## config.mk

```make
export PLATFORM = sky130hd
export DESIGN_NAME = serial_host_slave_port
export DESIGN_NICKNAME = d
export VERILOG_FILES = /design/src/verilog/serial_host_slave_port.v
export VERILOG_INCLUDE_DIRS = /design/src /design/src/pkg
export SDC_FILE = /design/constraint.sdc
export NUM_CORES = 1
export LEC_CHECK = 0
export BUFFER_PORTS_ARGS = -buffer_cell sky130_fd_sc_hd__buf_2
export CELL_PAD_IN_SITES_DETAIL_PLACEMENT = 1
export CELL_PAD_IN_SITES_GLOBAL_PLACEMENT = 2
export CORE_MARGIN = 4
export CORE_UTILIZATION = 40
export CTS_BUF_LIST = sky130_fd_sc_hd__clkbuf_4 sky130_fd_sc_hd__clkbuf_8
export CTS_CLUSTER_SIZE = 14
export DETAILED_ROUTE_END_ITERATION = 10
export PLACE_DENSITY = 0.95
export SYNTH_ARGS = -nofsm -noshare
export SYNTH_HDL_FRONTEND = slang
export SYNTH_SLANG_ARGS = --single-unit
```

## constraint.sdc

```tcl
create_clock -name mclk -period 6.1 [get_ports mclk]
set_clock_uncertainty 0.15 [all_clocks]
set_input_delay 1.22 -clock mclk [delete_from_list [all_inputs] [get_ports mclk]]
set_output_delay 1.22 -clock mclk [all_outputs]
set_load 0.05 [all_outputs]
```

## src/pkg/serial_port_defs.vh

```
// constants for the serial host slave port
`ifndef SERIAL_PORT_DEFS_VH
`define SERIAL_PORT_DEFS_VH
// framing codes
`define FRAME_MSB 2'h0
`define FRAME_LSB 2'h1
`define FRAME_SCI 2'h2
// sync bytes returned during address and control bytes, then the idle byte
`define SYNC_ADDR 8'haa
`define SYNC_CTRL 8'h55
`define IDLE_TX 8'hff
// init sequence byte values
`define INIT_ZERO 8'h00
`define INIT_ONES 8'hff
// control byte direction bit
`define CTRL_DIR_BIT 7
// address space
`define ADDR_LAST 8'hff
`define ADDR_CMD 8'h03
`define GLOBAL_RESET_CMD_BIT 7
`define ADDR_INT_LO 8'h08
`define ADDR_INT_HI 8'h0b
`define ADDR_MSG_BASE 8'h80
// internal reset hold, crystal clock periods
`define RST_WAIT_CYC 4'hc
// interrupt release width in crystal clock cycles, sized for rel_cnt
`define INT_REL_CYC 4'h1
`endif

```

## src/verilog/serial_host_slave_port.v

```verilog
// serial host slave port: spi msb/lsb and 9-bit sci framings
`timescale 1ns/1ps
`include "serial_port_defs.vh"

module serial_host_slave_port #(
	parameter WR_DEPTH = 2
) (
	input wire mclk,
	input wire nrst,
	input wire sclk,
	input wire ss_n,
	input wire mosi,
	output reg miso,
	output wire miso_oe,
	input wire reset_pin_n,
	input wire irq_pending,
	output wire int_o,
	output wire int_oe,
	output reg [7:0] rd_addr,
	output reg rd_strobe,
	input wire [7:0] rd_data,
	input wire [7:0] rx_msg_len,
	output wire [7:0] wr_addr,
	output wire [7:0] wr_data,
	output wire wr_valid,
	input wire wr_ready,
	output reg wr_drop,
	output reg [1:0] framing,
	output wire core_rst_n,
	output wire osc_en
);

////////////////////////////////////////////////////////////////////////
// input synchronisers, each pin passes two flops first
wire sclk_q;
wire ss_q;
wire mosi_q;
wire pin_q;
reg sclk_d;

// clock, select and reset pin reset to their idle highs: no false edge
two_flop_sync #(.RESET_VAL(1'b1)) sclk_sync_i (
	.mclk(mclk),
	.nrst(nrst),
	.d(sclk),
	.q(sclk_q)
);
two_flop_sync #(.RESET_VAL(1'b1)) ss_sync_i (
	.mclk(mclk),
	.nrst(nrst),
	.d(ss_n),
	.q(ss_q)
);
two_flop_sync #(.RESET_VAL(1'b0)) mosi_sync_i (
	.mclk(mclk),
	.nrst(nrst),
	.d(mosi),
	.q(mosi_q)
);
two_flop_sync #(.RESET_VAL(1'b1)) pin_sync_i (
	.mclk(mclk),
	.nrst(nrst),
	.d(reset_pin_n),
	.q(pin_q)
);

// last synchronised clock level, for edge detection
always @(posedge mclk) begin
	if (!nrst) begin
		sclk_d <= 1'b1;
	end else begin
		sclk_d <= sclk_q;
	end
end

// clock idles high; data changes on falling, sampled on rising edge
wire sel = ~ss_q;
wire rise = sel & sclk_q & ~sclk_d;
wire fall = sel & ~sclk_q & sclk_d;
wire sci = (framing == `FRAME_SCI);
wire msb_first = (framing == `FRAME_MSB);
wire [3:0] last_bit = sci ? 4'h8 : 4'h7;

////////////////////////////////////////////////////////////////////////
// bit and byte counters, receive shifter
reg [3:0] bit_cnt;
reg [7:0] rx_sh;
reg [7:0] byte_idx;
reg [7:0] first_byte;
reg dir_wr;
reg [7:0] addr;
wire byte_done = rise & (bit_cnt == last_bit);
wire [7:0] rx_full = msb_first ? {rx_sh[6:0], mosi_q} :
	{mosi_q, rx_sh[7:1]};
// in sci the ninth bit completes the byte but is not shifted in
wire [7:0] rx_byte = (bit_cnt == 4'h8) ? rx_sh : rx_full;
wire is_ctrl = (byte_idx == 8'h01);
wire init_ctrl = (rx_byte == `INIT_ZERO) | (rx_byte == `INIT_ONES);
wire init_seq = byte_done & is_ctrl & init_ctrl;
wire data_byte = byte_done & (byte_idx >= 8'h02);

// a deselect restarts framing, so a lost clock resyncs at next frame
always @(posedge mclk) begin
	if (!nrst) begin
		bit_cnt <= 4'h0;
		rx_sh <= 8'h00;
		byte_idx <= 8'h00;
		first_byte <= 8'h00;
		dir_wr <= 1'b0;
	end else if (!sel) begin
		bit_cnt <= 4'h0;
		byte_idx <= 8'h00;
	end else if (rise) begin
		if (bit_cnt < 4'h8) begin
			rx_sh <= rx_full;
		end
		if (byte_done) begin
			bit_cnt <= 4'h0;
			if (byte_idx != 8'hff) begin
				byte_idx <= byte_idx + 8'h01;
			end
			if (byte_idx == 8'h00) begin
				first_byte <= rx_byte;
			end
			if (is_ctrl) begin
				dir_wr <= rx_byte[`CTRL_DIR_BIT];
			end
		end else begin
			bit_cnt <= bit_cnt + 4'h1;
		end
	end
end

////////////////////////////////////////////////////////////////////////
// address pointer: loaded from first byte, steps after each data byte, holds at ADDR_LAST
wire ctrl_ok = byte_done & is_ctrl & ~init_ctrl;
always @(posedge mclk) begin
	if (!nrst) begin
		addr <= 8'h00;
	end else if (ctrl_ok) begin
		addr <= first_byte;
	end else if (data_byte && addr != `ADDR_LAST) begin
		addr <= addr + 8'h01;
	end
end

////////////////////////////////////////////////////////////////////////
// framing selection: msb after hardware reset, init pair chooses
always @(posedge mclk) begin
	if (!nrst || !pin_q) begin
		framing <= `FRAME_MSB;
	end else if (init_seq) begin
		if (first_byte == `INIT_ZERO && rx_byte == `INIT_ZERO) begin
			framing <= `FRAME_MSB;
		end else if (first_byte == `INIT_ONES && rx_byte == `INIT_ONES) begin
			framing <= `FRAME_LSB;
		end else if (first_byte == `INIT_ZERO) begin
			framing <= `FRAME_SCI;
		end
	end
end

////////////////////////////////////////////////////////////////////////
// read requests: after control byte and after each read data byte
reg rd_wait;
reg first_read;
wire rd_go = (ctrl_ok & ~rx_byte[`CTRL_DIR_BIT]) |
	(data_byte & ~dir_wr);
always @(posedge mclk) begin
	if (!nrst) begin
		rd_addr <= 8'h00;
		rd_strobe <= 1'b0;
		rd_wait <= 1'b0;
		first_read <= 1'b0;
	end else begin
		rd_strobe <= 1'b0;
		rd_wait <= rd_strobe;
		if (rd_go) begin
			rd_strobe <= 1'b1;
			first_read <= ctrl_ok;
			if (ctrl_ok) begin
				rd_addr <= first_byte;
			end else if (addr != `ADDR_LAST) begin
				rd_addr <= addr + 8'h01;
			end else begin
				rd_addr <= addr;
			end
		end
	end
end

////////////////////////////////////////////////////////////////////////
// transmit byte: sync pattern, then read data or idle ones
reg [7:0] tx_byte;
always @(posedge mclk) begin
	if (!nrst) begin
		tx_byte <= `SYNC_ADDR;
	end else if (!sel) begin
		tx_byte <= `SYNC_ADDR;
	end else if (rd_wait) begin
		// message memory opens with its length byte
		if (first_read && rd_addr >= `ADDR_MSG_BASE) begin
			tx_byte <= rx_msg_len;
		end else begin
			tx_byte <= rd_data;
		end
	end else if (byte_done) begin
		tx_byte <= (byte_idx == 8'h00) ? `SYNC_CTRL : `IDLE_TX;
	end
end

// output bit changes on falling edge; ninth sci bit is forced high
wire [2:0] tx_pos = msb_first ? (3'h7 - bit_cnt[2:0]) : bit_cnt[2:0];
always @(posedge mclk) begin
	if (!nrst) begin
		miso <= 1'b1;
	end else if (fall) begin
		if (bit_cnt == 4'h8) begin
			miso <= 1'b1;
		end else begin
			miso <= tx_byte[tx_pos];
		end
	end
end
assign miso_oe = sel;

////////////////////////////////////////////////////////////////////////
// write buffer: two entries so a short core stall loses nothing
reg [15:0] buf_mem [0:WR_DEPTH-1];
reg [1:0] buf_cnt;
reg buf_rp;
reg buf_wp;
wire buf_full = (buf_cnt == WR_DEPTH[1:0]);
wire buf_push = data_byte & dir_wr & ~buf_full;
wire buf_pop = wr_valid & wr_ready;
assign wr_valid = (buf_cnt != 2'h0);
assign wr_addr = buf_mem[buf_rp][15:8];
assign wr_data = buf_mem[buf_rp][7:0];

// the host cannot be stalled, so a push into a full buffer is flagged
always @(posedge mclk) begin
	if (!nrst) begin
		buf_cnt <= 2'h0;
		buf_rp <= 1'b0;
		buf_wp <= 1'b0;
		wr_drop <= 1'b0;
	end else begin
		wr_drop <= data_byte & dir_wr & buf_full;
		if (buf_push) begin
			buf_mem[buf_wp] <= {addr, rx_byte};
			buf_wp <= ~buf_wp;
		end
		if (buf_pop) begin
			buf_rp <= ~buf_rp;
		end
		if (buf_push && !buf_pop) begin
			buf_cnt <= buf_cnt + 2'h1;
		end else if (buf_pop && !buf_push) begin
			buf_cnt <= buf_cnt - 2'h1;
		end
	end
end

////////////////////////////////////////////////////////////////////////
// interrupt line: pulled low while pending, released on access
reg [3:0] rel_cnt;
wire int_access = data_byte & (addr >= `ADDR_INT_LO) &
	(addr <= `ADDR_INT_HI);
always @(posedge mclk) begin
	if (!nrst) begin
		rel_cnt <= 4'h0;
	end else if (int_access) begin
		rel_cnt <= `INT_REL_CYC;
	end else if (rel_cnt != 4'h0) begin
		rel_cnt <= rel_cnt - 4'h1;
	end
end
assign int_o = 1'b0;
assign int_oe = irq_pending & (rel_cnt == 4'h0);

////////////////////////////////////////////////////////////////////////
// internal reset: sources assert at once, release 12 cycles later
wire global_reset_cmd = buf_push & (addr == `ADDR_CMD) &
	rx_byte[`GLOBAL_RESET_CMD_BIT];
wire rst_src = ~pin_q | init_seq | global_reset_cmd;
reg [3:0] rst_cnt;
always @(posedge mclk) begin
	if (!nrst) begin
		rst_cnt <= `RST_WAIT_CYC;
	end else if (rst_src) begin
		rst_cnt <= `RST_WAIT_CYC;
	end else if (rst_cnt != 4'h0) begin
		rst_cnt <= rst_cnt - 4'h1;
	end
end
// assertion is combinational so it does not wait for an edge
assign core_rst_n = ~rst_src & (rst_cnt == 4'h0);
assign osc_en = ~core_rst_n | 1'b1; // oscillator kept on always, in reset and out of it

endmodule // serial_host_slave_port

////////////////////////////////////////////////////////////////////////
// two-flop synchroniser for one asynchronous input bit
module two_flop_sync #(
	parameter [0:0] RESET_VAL = 1'b0
) (
	input wire mclk,
	input wire nrst,
	input wire d,
	output wire q
);

// only the second flop leaves; the first may still be settling
reg [1:0] stage;
always @(posedge mclk) begin
	if (!nrst) begin
		stage <= {2{RESET_VAL}};
	end else begin
		stage <= {stage[0], d};
	end
end
assign q = stage[1];

endmodule // two_flop_sync
```

Word level (Yosys, flattened, before mapping)

Memory sizes are Yosys's and may differ from the RTL's. A register that Yosys moved wholly into a read port is not among the register bits.
Cells that the tools add are included.

$add $sub $neg: 8
Eq/ne operators: 10
Order comparisons: 6
Mux-type cells: 29
Reductions and logical operators: 33
Bitwise logic cells: 37

Operator list:

| cell                                                                                | count |
|---|---|
| 8-bit two-way mux                                                                   | 10 |
| 8-bit logical NOT                                                                   | 3 |
| 1-bit AND                                                                           | 21 |
| 8-bit by 1-bit adder with 8-bit output, second input constant                       | 2 |
| 8-bit == test, second input constant                                                | 2 |
| 8-bit inequality test, second input constant                                        | 2 |
| 1-bit inverter                                                                      | 12 |
| 1-bit two-way mux                                                                   | 10 |
| 2-bit two-way mux                                                                   | 5 |
| 2-bit nonzero test                                                                  | 5 |
| 8-bit by 1-bit == test with 1-bit output, second input constant                     | 1 |
| 8-bit by 2-bit == test with 1-bit output, second input constant                     | 1 |
| 8-bit by 2-bit greater-or-equal comparator with 1-bit output, second input constant | 1 |
| 8-bit by 4-bit greater-or-equal comparator with 1-bit output, second input constant | 1 |
| 8-bit greater-or-equal comparator, second input constant                            | 1 |
| 8-bit by 4-bit less-or-equal comparator with 1-bit output, second input constant    | 1 |
| 4-bit logical NOT                                                                   | 2 |
| 4-bit two-way mux                                                                   | 2 |
| 4-bit AND reduction                                                                 | 2 |
| 4-bit nonzero test                                                                  | 2 |
| 4-bit by 1-bit subtractor with 4-bit output, second input constant                  | 2 |
| 1-bit logical AND                                                                   | 6 |
| 3-bit AND reduction                                                                 | 2 |
| 2-bit OR reduction                                                                  | 3 |
| other kinds (17)                                                                    | 24 |

Memories: 1
Output and inout port bits: 35
Bits in writable memories: 32
Register bits after elaboration: 81
Input port bits: 24
Word-level logic and storage cells: 149

Memory list:

| name    | words | bits a word | read ports | clocked after Yosys merged registers in | write ports | line                         | RTL |
|---|---|---|---|---|---|---|---|
| buf_mem | 2     | 16          | 1          | 1                                       | 1           | serial_host_slave_port.v:229 | `reg [15:0] buf_mem [0:WR_DEPTH-1];` |

Longest topological paths before layout

Depth in word-level cells: 12
Gate-level depth with buffers: 10
Depth with buffers taken out: 9

Modules after synthesis

From an unflattened synthesis, not the netlist that was laid out.

Cells, all modules: 562
Area, all modules: 5447.7 µm²

By module, submodules not included:

| module                 | area an instance (µm²) | sequential area each (µm²) | cells an instance | instances |
|---|---|---|---|---|
| serial_host_slave_port | 5237.5                 | 2442.3                     | 546               | 1 |
| two_flop_sync          | 52.6                   | 40.0                       | 4                 | 4 |

Worst setup path before layout

No wires, ideal clock.

Path type: reg2out
From: register framing[1]
To: output port core_rst_n
Data required time: 4730 ps
Path buffers: 1
Cell stages (with the launch flop): 8
Slack: 2137 ps
Arrival time: 2593 ps
Cell sequence: dfxtp_1 or2_2 clkbuf_1 nor3_1 o32a_1 a22o_1 a21oi_1 and2_1

Cells in the longest elaborated chain, start to end: 12
Elaborated cells between the ends (all ways): 21
Those cells by class: eq/ne: 3; mux: 3; bitwise: 13; reduce/logical: 2

RTL lines:

| element                        | line                         | RTL |
|---|---|---|
| from (decl)                    | serial_host_slave_port.v:28  | `output reg [1:0] framing,` |
| from (signal assigned)         | serial_host_slave_port.v:151 | `` framing <= `FRAME_MSB; `` |
| from (signal assigned)         | serial_host_slave_port.v:154 | `` framing <= `FRAME_MSB; `` |
| from (signal assigned)         | serial_host_slave_port.v:156 | `` framing <= `FRAME_LSB; `` |
| 2-bit == test (no source line) | n/a                          |  |
| 4-bit two-way mux              | serial_host_slave_port.v:82  | `wire [3:0] last_bit = sci ? 4'h8 : 4'h7;` |
| 4-bit == test                  | serial_host_slave_port.v:92  | `wire byte_done = rise & (bit_cnt == last_bit);` |
| 1-bit AND                      | serial_host_slave_port.v:92  |  |
| 1-bit AND                      | serial_host_slave_port.v:100 | `wire data_byte = byte_done & (byte_idx >= 8'h02);` |
| 1-bit AND (2 in series)        | serial_host_slave_port.v:234 | `wire buf_push = data_byte & dir_wr & ~buf_full;` |
| 1-bit AND (2 in series)        | serial_host_slave_port.v:283 | `` wire global_reset_cmd = buf_push & (addr == `ADDR_CMD) & `` |
| 1-bit bitwise OR (*)           | serial_host_slave_port.v:285 | `wire rst_src = ~pin_q \| init_seq \| global_reset_cmd;` |
| 1-bit inverter (*)             | serial_host_slave_port.v:297 | `assign core_rst_n = ~rst_src & (rst_cnt == 4'h0);` |
| 1-bit AND (*)                  | serial_host_slave_port.v:297 |  |
| to (decl)                      | serial_host_slave_port.v:29  | `output wire core_rst_n,` |

Mark *: on every way between the ends. The rest lies on a longest branch, timed or not.

Final worst setup path

From: register bit_cnt[0]
To: output port core_rst_n

Cells in the longest elaborated chain, start to end: 10
Elaborated cells between the ends (all ways): 18
Those cells by class: eq/ne: 3; mux: 1; bitwise: 13; reduce/logical: 1

RTL lines:

| element                 | line                         | RTL |
|---|---|---|
| from (decl)             | serial_host_slave_port.v:86  | `reg [3:0] bit_cnt;` |
| from (signal assigned)  | serial_host_slave_port.v:129 | `bit_cnt <= bit_cnt + 4'h1;` |
| 4-bit == test           | serial_host_slave_port.v:92  |  |
| 1-bit AND               | serial_host_slave_port.v:92  |  |
| 1-bit AND               | serial_host_slave_port.v:100 |  |
| 1-bit AND (2 in series) | serial_host_slave_port.v:234 |  |
| named net buf_push      | serial_host_slave_port.v:234 |  |
| 1-bit AND (2 in series) | serial_host_slave_port.v:283 |  |
| 1-bit bitwise OR        | serial_host_slave_port.v:285 |  |
| 1-bit inverter          | serial_host_slave_port.v:297 |  |
| 1-bit AND               | serial_host_slave_port.v:297 |  |

The timed path passes the listed nets, and every way through them passes these cells.

==> out/metrics.yaml <==
status: "completed"
final_hold_viol_count: 0
ios: 59
synth_seq_cells: 114
core_um2: 13500
max-cap-violations: 0
clk_path_buf_depth: 2
dp_slack_ns: 1.84
n_antenna_cell: 0
dp.cells: 757
drc: 0
vias_per_cell: 5.57
critical_path_class: "flip-flop to output pin"
insertion_delay_ns: 0.46
hold_buffers: 0
grt_usage_pct: 19.1
synth.top_cell.area_share_pct: 29.5
r2r-end: "rd_addr[1]$_SDFFE_PN0P_"
slew_viol_final: 0
design_area_um2: 6320
required_ns: 4.73
rsz0062_at_grt: "false"
critPathLaunch: "bit_cnt[0]$_SDFFE_PP0P_"
power.leakage_uw: 0.00246
cts_num_sinks: 114
die_x_um: 126
r2r-start: "bit_cnt[0]$_SDFFE_PP0P_"
max_slew_margin_pct: 23.6
drive_above_1_share_pct: 21.7
ys_seq_area_share_pct: 46.8
grt_max_degree: 43
synth_area_leaders: "dfxtp_1, edfxtp_1, nor2_1, mux2i_1, mux2_2"
crit_path_end: "core_rst_n"
cts_buffers: 17
cts_resized: 0
placed_cell_area_um2: 5930
rows: 42
endpoint_kind: "output pin"
htreeDepth: 4
routed_wl_um: 14400
synth_ff_type: "dfxtp_1"
dieArea_um2: 15900
die_height_um: 126
worstRegToRegCells: 6
syn_area_per_cell_um2: 9.95
drtIter0Drc: 286
worstMarginPinSlew_ns: 1.14
initial_utilization_pct: 41.4
critPathLaunchType: "flip-flop"
final_cells: 789
critPathMaxFanout: 25
power_density_nw_per_um2: 258
syn2layout_area_growth_pct: 13.7
crit_arrival_ns: 3.38
antenna_found_initial: 0
grt_overflow: 0
synth_area_leader_cell: "dfxtp_1"
vias: 4395
synthDistinctLibCells: 59
ant_nets: 0
cts_tree: "built"
post_cts_buffers: 0
r2r_setup_slack_ns: 2.19
dpl.hpwl_um: 9980
dr.pass1.iters: 4
grt_pass1_wl_um: 24100
synth_edf_count: 32
syn_area_um2: 5560
fin_crit_sh_pct: 77.9
fmax_ghz: 0.210
setup_ws_ns: 1.35
async_flop_share_pct: 0
yosysWarnings: 0
globalplace.congestion: 0.848
syn_nets: 594
cts_root_buffer: "clkbuf_8"
fin_crit_ns: 4.75
ir_worst_vdd_mv: 0.189
netlist_instances: 559
grt_pass1_vias: 4553
clkTransAtPathRegs_ns: 0.07
finalSetupViolations: 0
min_path_type: "flip-flop to flip-flop"
portBuffers: 56
nets: 635
wl_per_cell_um: 18.2
tns_ns: 0
==> critical path, cell delays in order, from the launching register on <==
cell	delay, ns
dfxtp_1	0.39
or4b_1	0.94
mux2_2	0.52
nor4b_4	0.43
a41o_1	0.24
a21oi_1	0.06
and2_1	0.14
buf_2	0.20
==> cell type report <==
type,count,area [um2]
repair buffers,60,310
flip-flops and latches,114,2600
well taps,176,220
clock inverters,14,153
clock buffers,18,241
inverters,16,60.1
multi-input cells,391,2740
fillers,1535,7130
==> synthesized netlist by cell type, types with 3 or more instances <==
library cell  number
edfxtp_1          32
nor4_1             8
and3_1            20
o41ai_1            5
mux2_2            21
or3_1              3
xor2_1            11
nand4_1            9
buf_2              4
inv_1             16
or4_1              3
nor3_1            16
mux4_2             4
buf_1              8
or2_2              3
nor2_1            72
mux2i_1           26
and2_1             7
nand2_1           31
ha_1              11
nand2b_1          12
o21ai_0           13
a21oi_1           22
clkbuf_1          23
nand4b_1           3
nand3_1           11
dfxtp_1           82
o2111ai_1          7
xnor2_1           18
a211oi_1          22
==> worst min path at each step <==
stage,start,endpoint,slack [ns],cells past startpoint
final,pin_sync_i.stage[0]$_SDFF_PN1_,pin_sync_i.stage[1]$_SDFF_PN1_,0.26,1
after floorplan,pin_sync_i.stage[0]$_SDFF_PN1_,pin_sync_i.stage[1]$_SDFF_PN1_,0.24,1
after CTS,pin_sync_i.stage[0]$_SDFF_PN1_,pin_sync_i.stage[1]$_SDFF_PN1_,0.26,1
after detailed placement,pin_sync_i.stage[0]$_SDFF_PN1_,pin_sync_i.stage[1]$_SDFF_PN1_,0.24,1
after global placement,sclk_sync_i.stage[0]$_SDFF_PN1_,sclk_sync_i.stage[1]$_SDFF_PN1_,0.24,1
after global routing,pin_sync_i.stage[0]$_SDFF_PN1_,pin_sync_i.stage[1]$_SDFF_PN1_,0.28,1
==> registers in the layout, indices dropped and copies added (netlist names), 4 cells and up, named ones only <==
name,cells
rst_cnt,4
rel_cnt,4
bit_cnt,4
byte_idx,8
rd_addr,8
buf_mem,32
addr,8
rx_sh,8
first_byte,8
tx_byte,8
==> placed cells by master, fill, tap and decap left out, types with 12 or more instances in the layout <==
cell type / n
xnor2_1: 18
nand2_1: 31
mux2_2: 21
buf_2: 56
a211oi_1: 22
edfxtp_1: 32
dfxtp_1: 82
nor3_1: 16
inv_1: 16
mux2i_1: 26
and3_1: 20
nor2_1: 72
o21ai_0: 13
nand2b_1: 12
clkbuf_8: 17
a21oi_1: 22
==> metal layers <==
metal	wire length (um)	up-vias	global-route usage, %
li1	-	2113	-
met1	6270	2175	23.9
met2	7220	81	32.0
met3	506	26	4.28
met4	368	0	8.08
met5	0	-	0
==> where the power goes <==
part | internal, uW | switching [uW]
combinational | 48.4 | 65.2
clock | 371 | 344
sequential | 790 | 13.8
total | 1210 | 423
==> through the flow <==
step / hold WS (ns) / util (%) / power [uW]
after CTS: 0.262 / 47.0 / 1650
after global placement: 0.242 / 44.1 / 926
final: 0.260 / 47.0 / 1630
after detailed placement: 0.244 / 44.1 / 933
after floorplan: 0.236 / - / 905
after global routing: 0.284 / 47.0 / 1700
==> logic make-up after synthesis <==
family	count (synthesis)	share of synthesized area [%]
multiplexers	54	11.5
flip-flops	114	46.8
adder cells (fa/ha/maj)	11	2.47
buffers and inverters	54	4.00
XOR/XNOR	29	4.57
AO/OA/AOI/OAI	89	11.6
other	2	0.135
AND/OR/NAND/NOR	206	18.9
No activity file was read; power rests on OpenSTA's default activity.
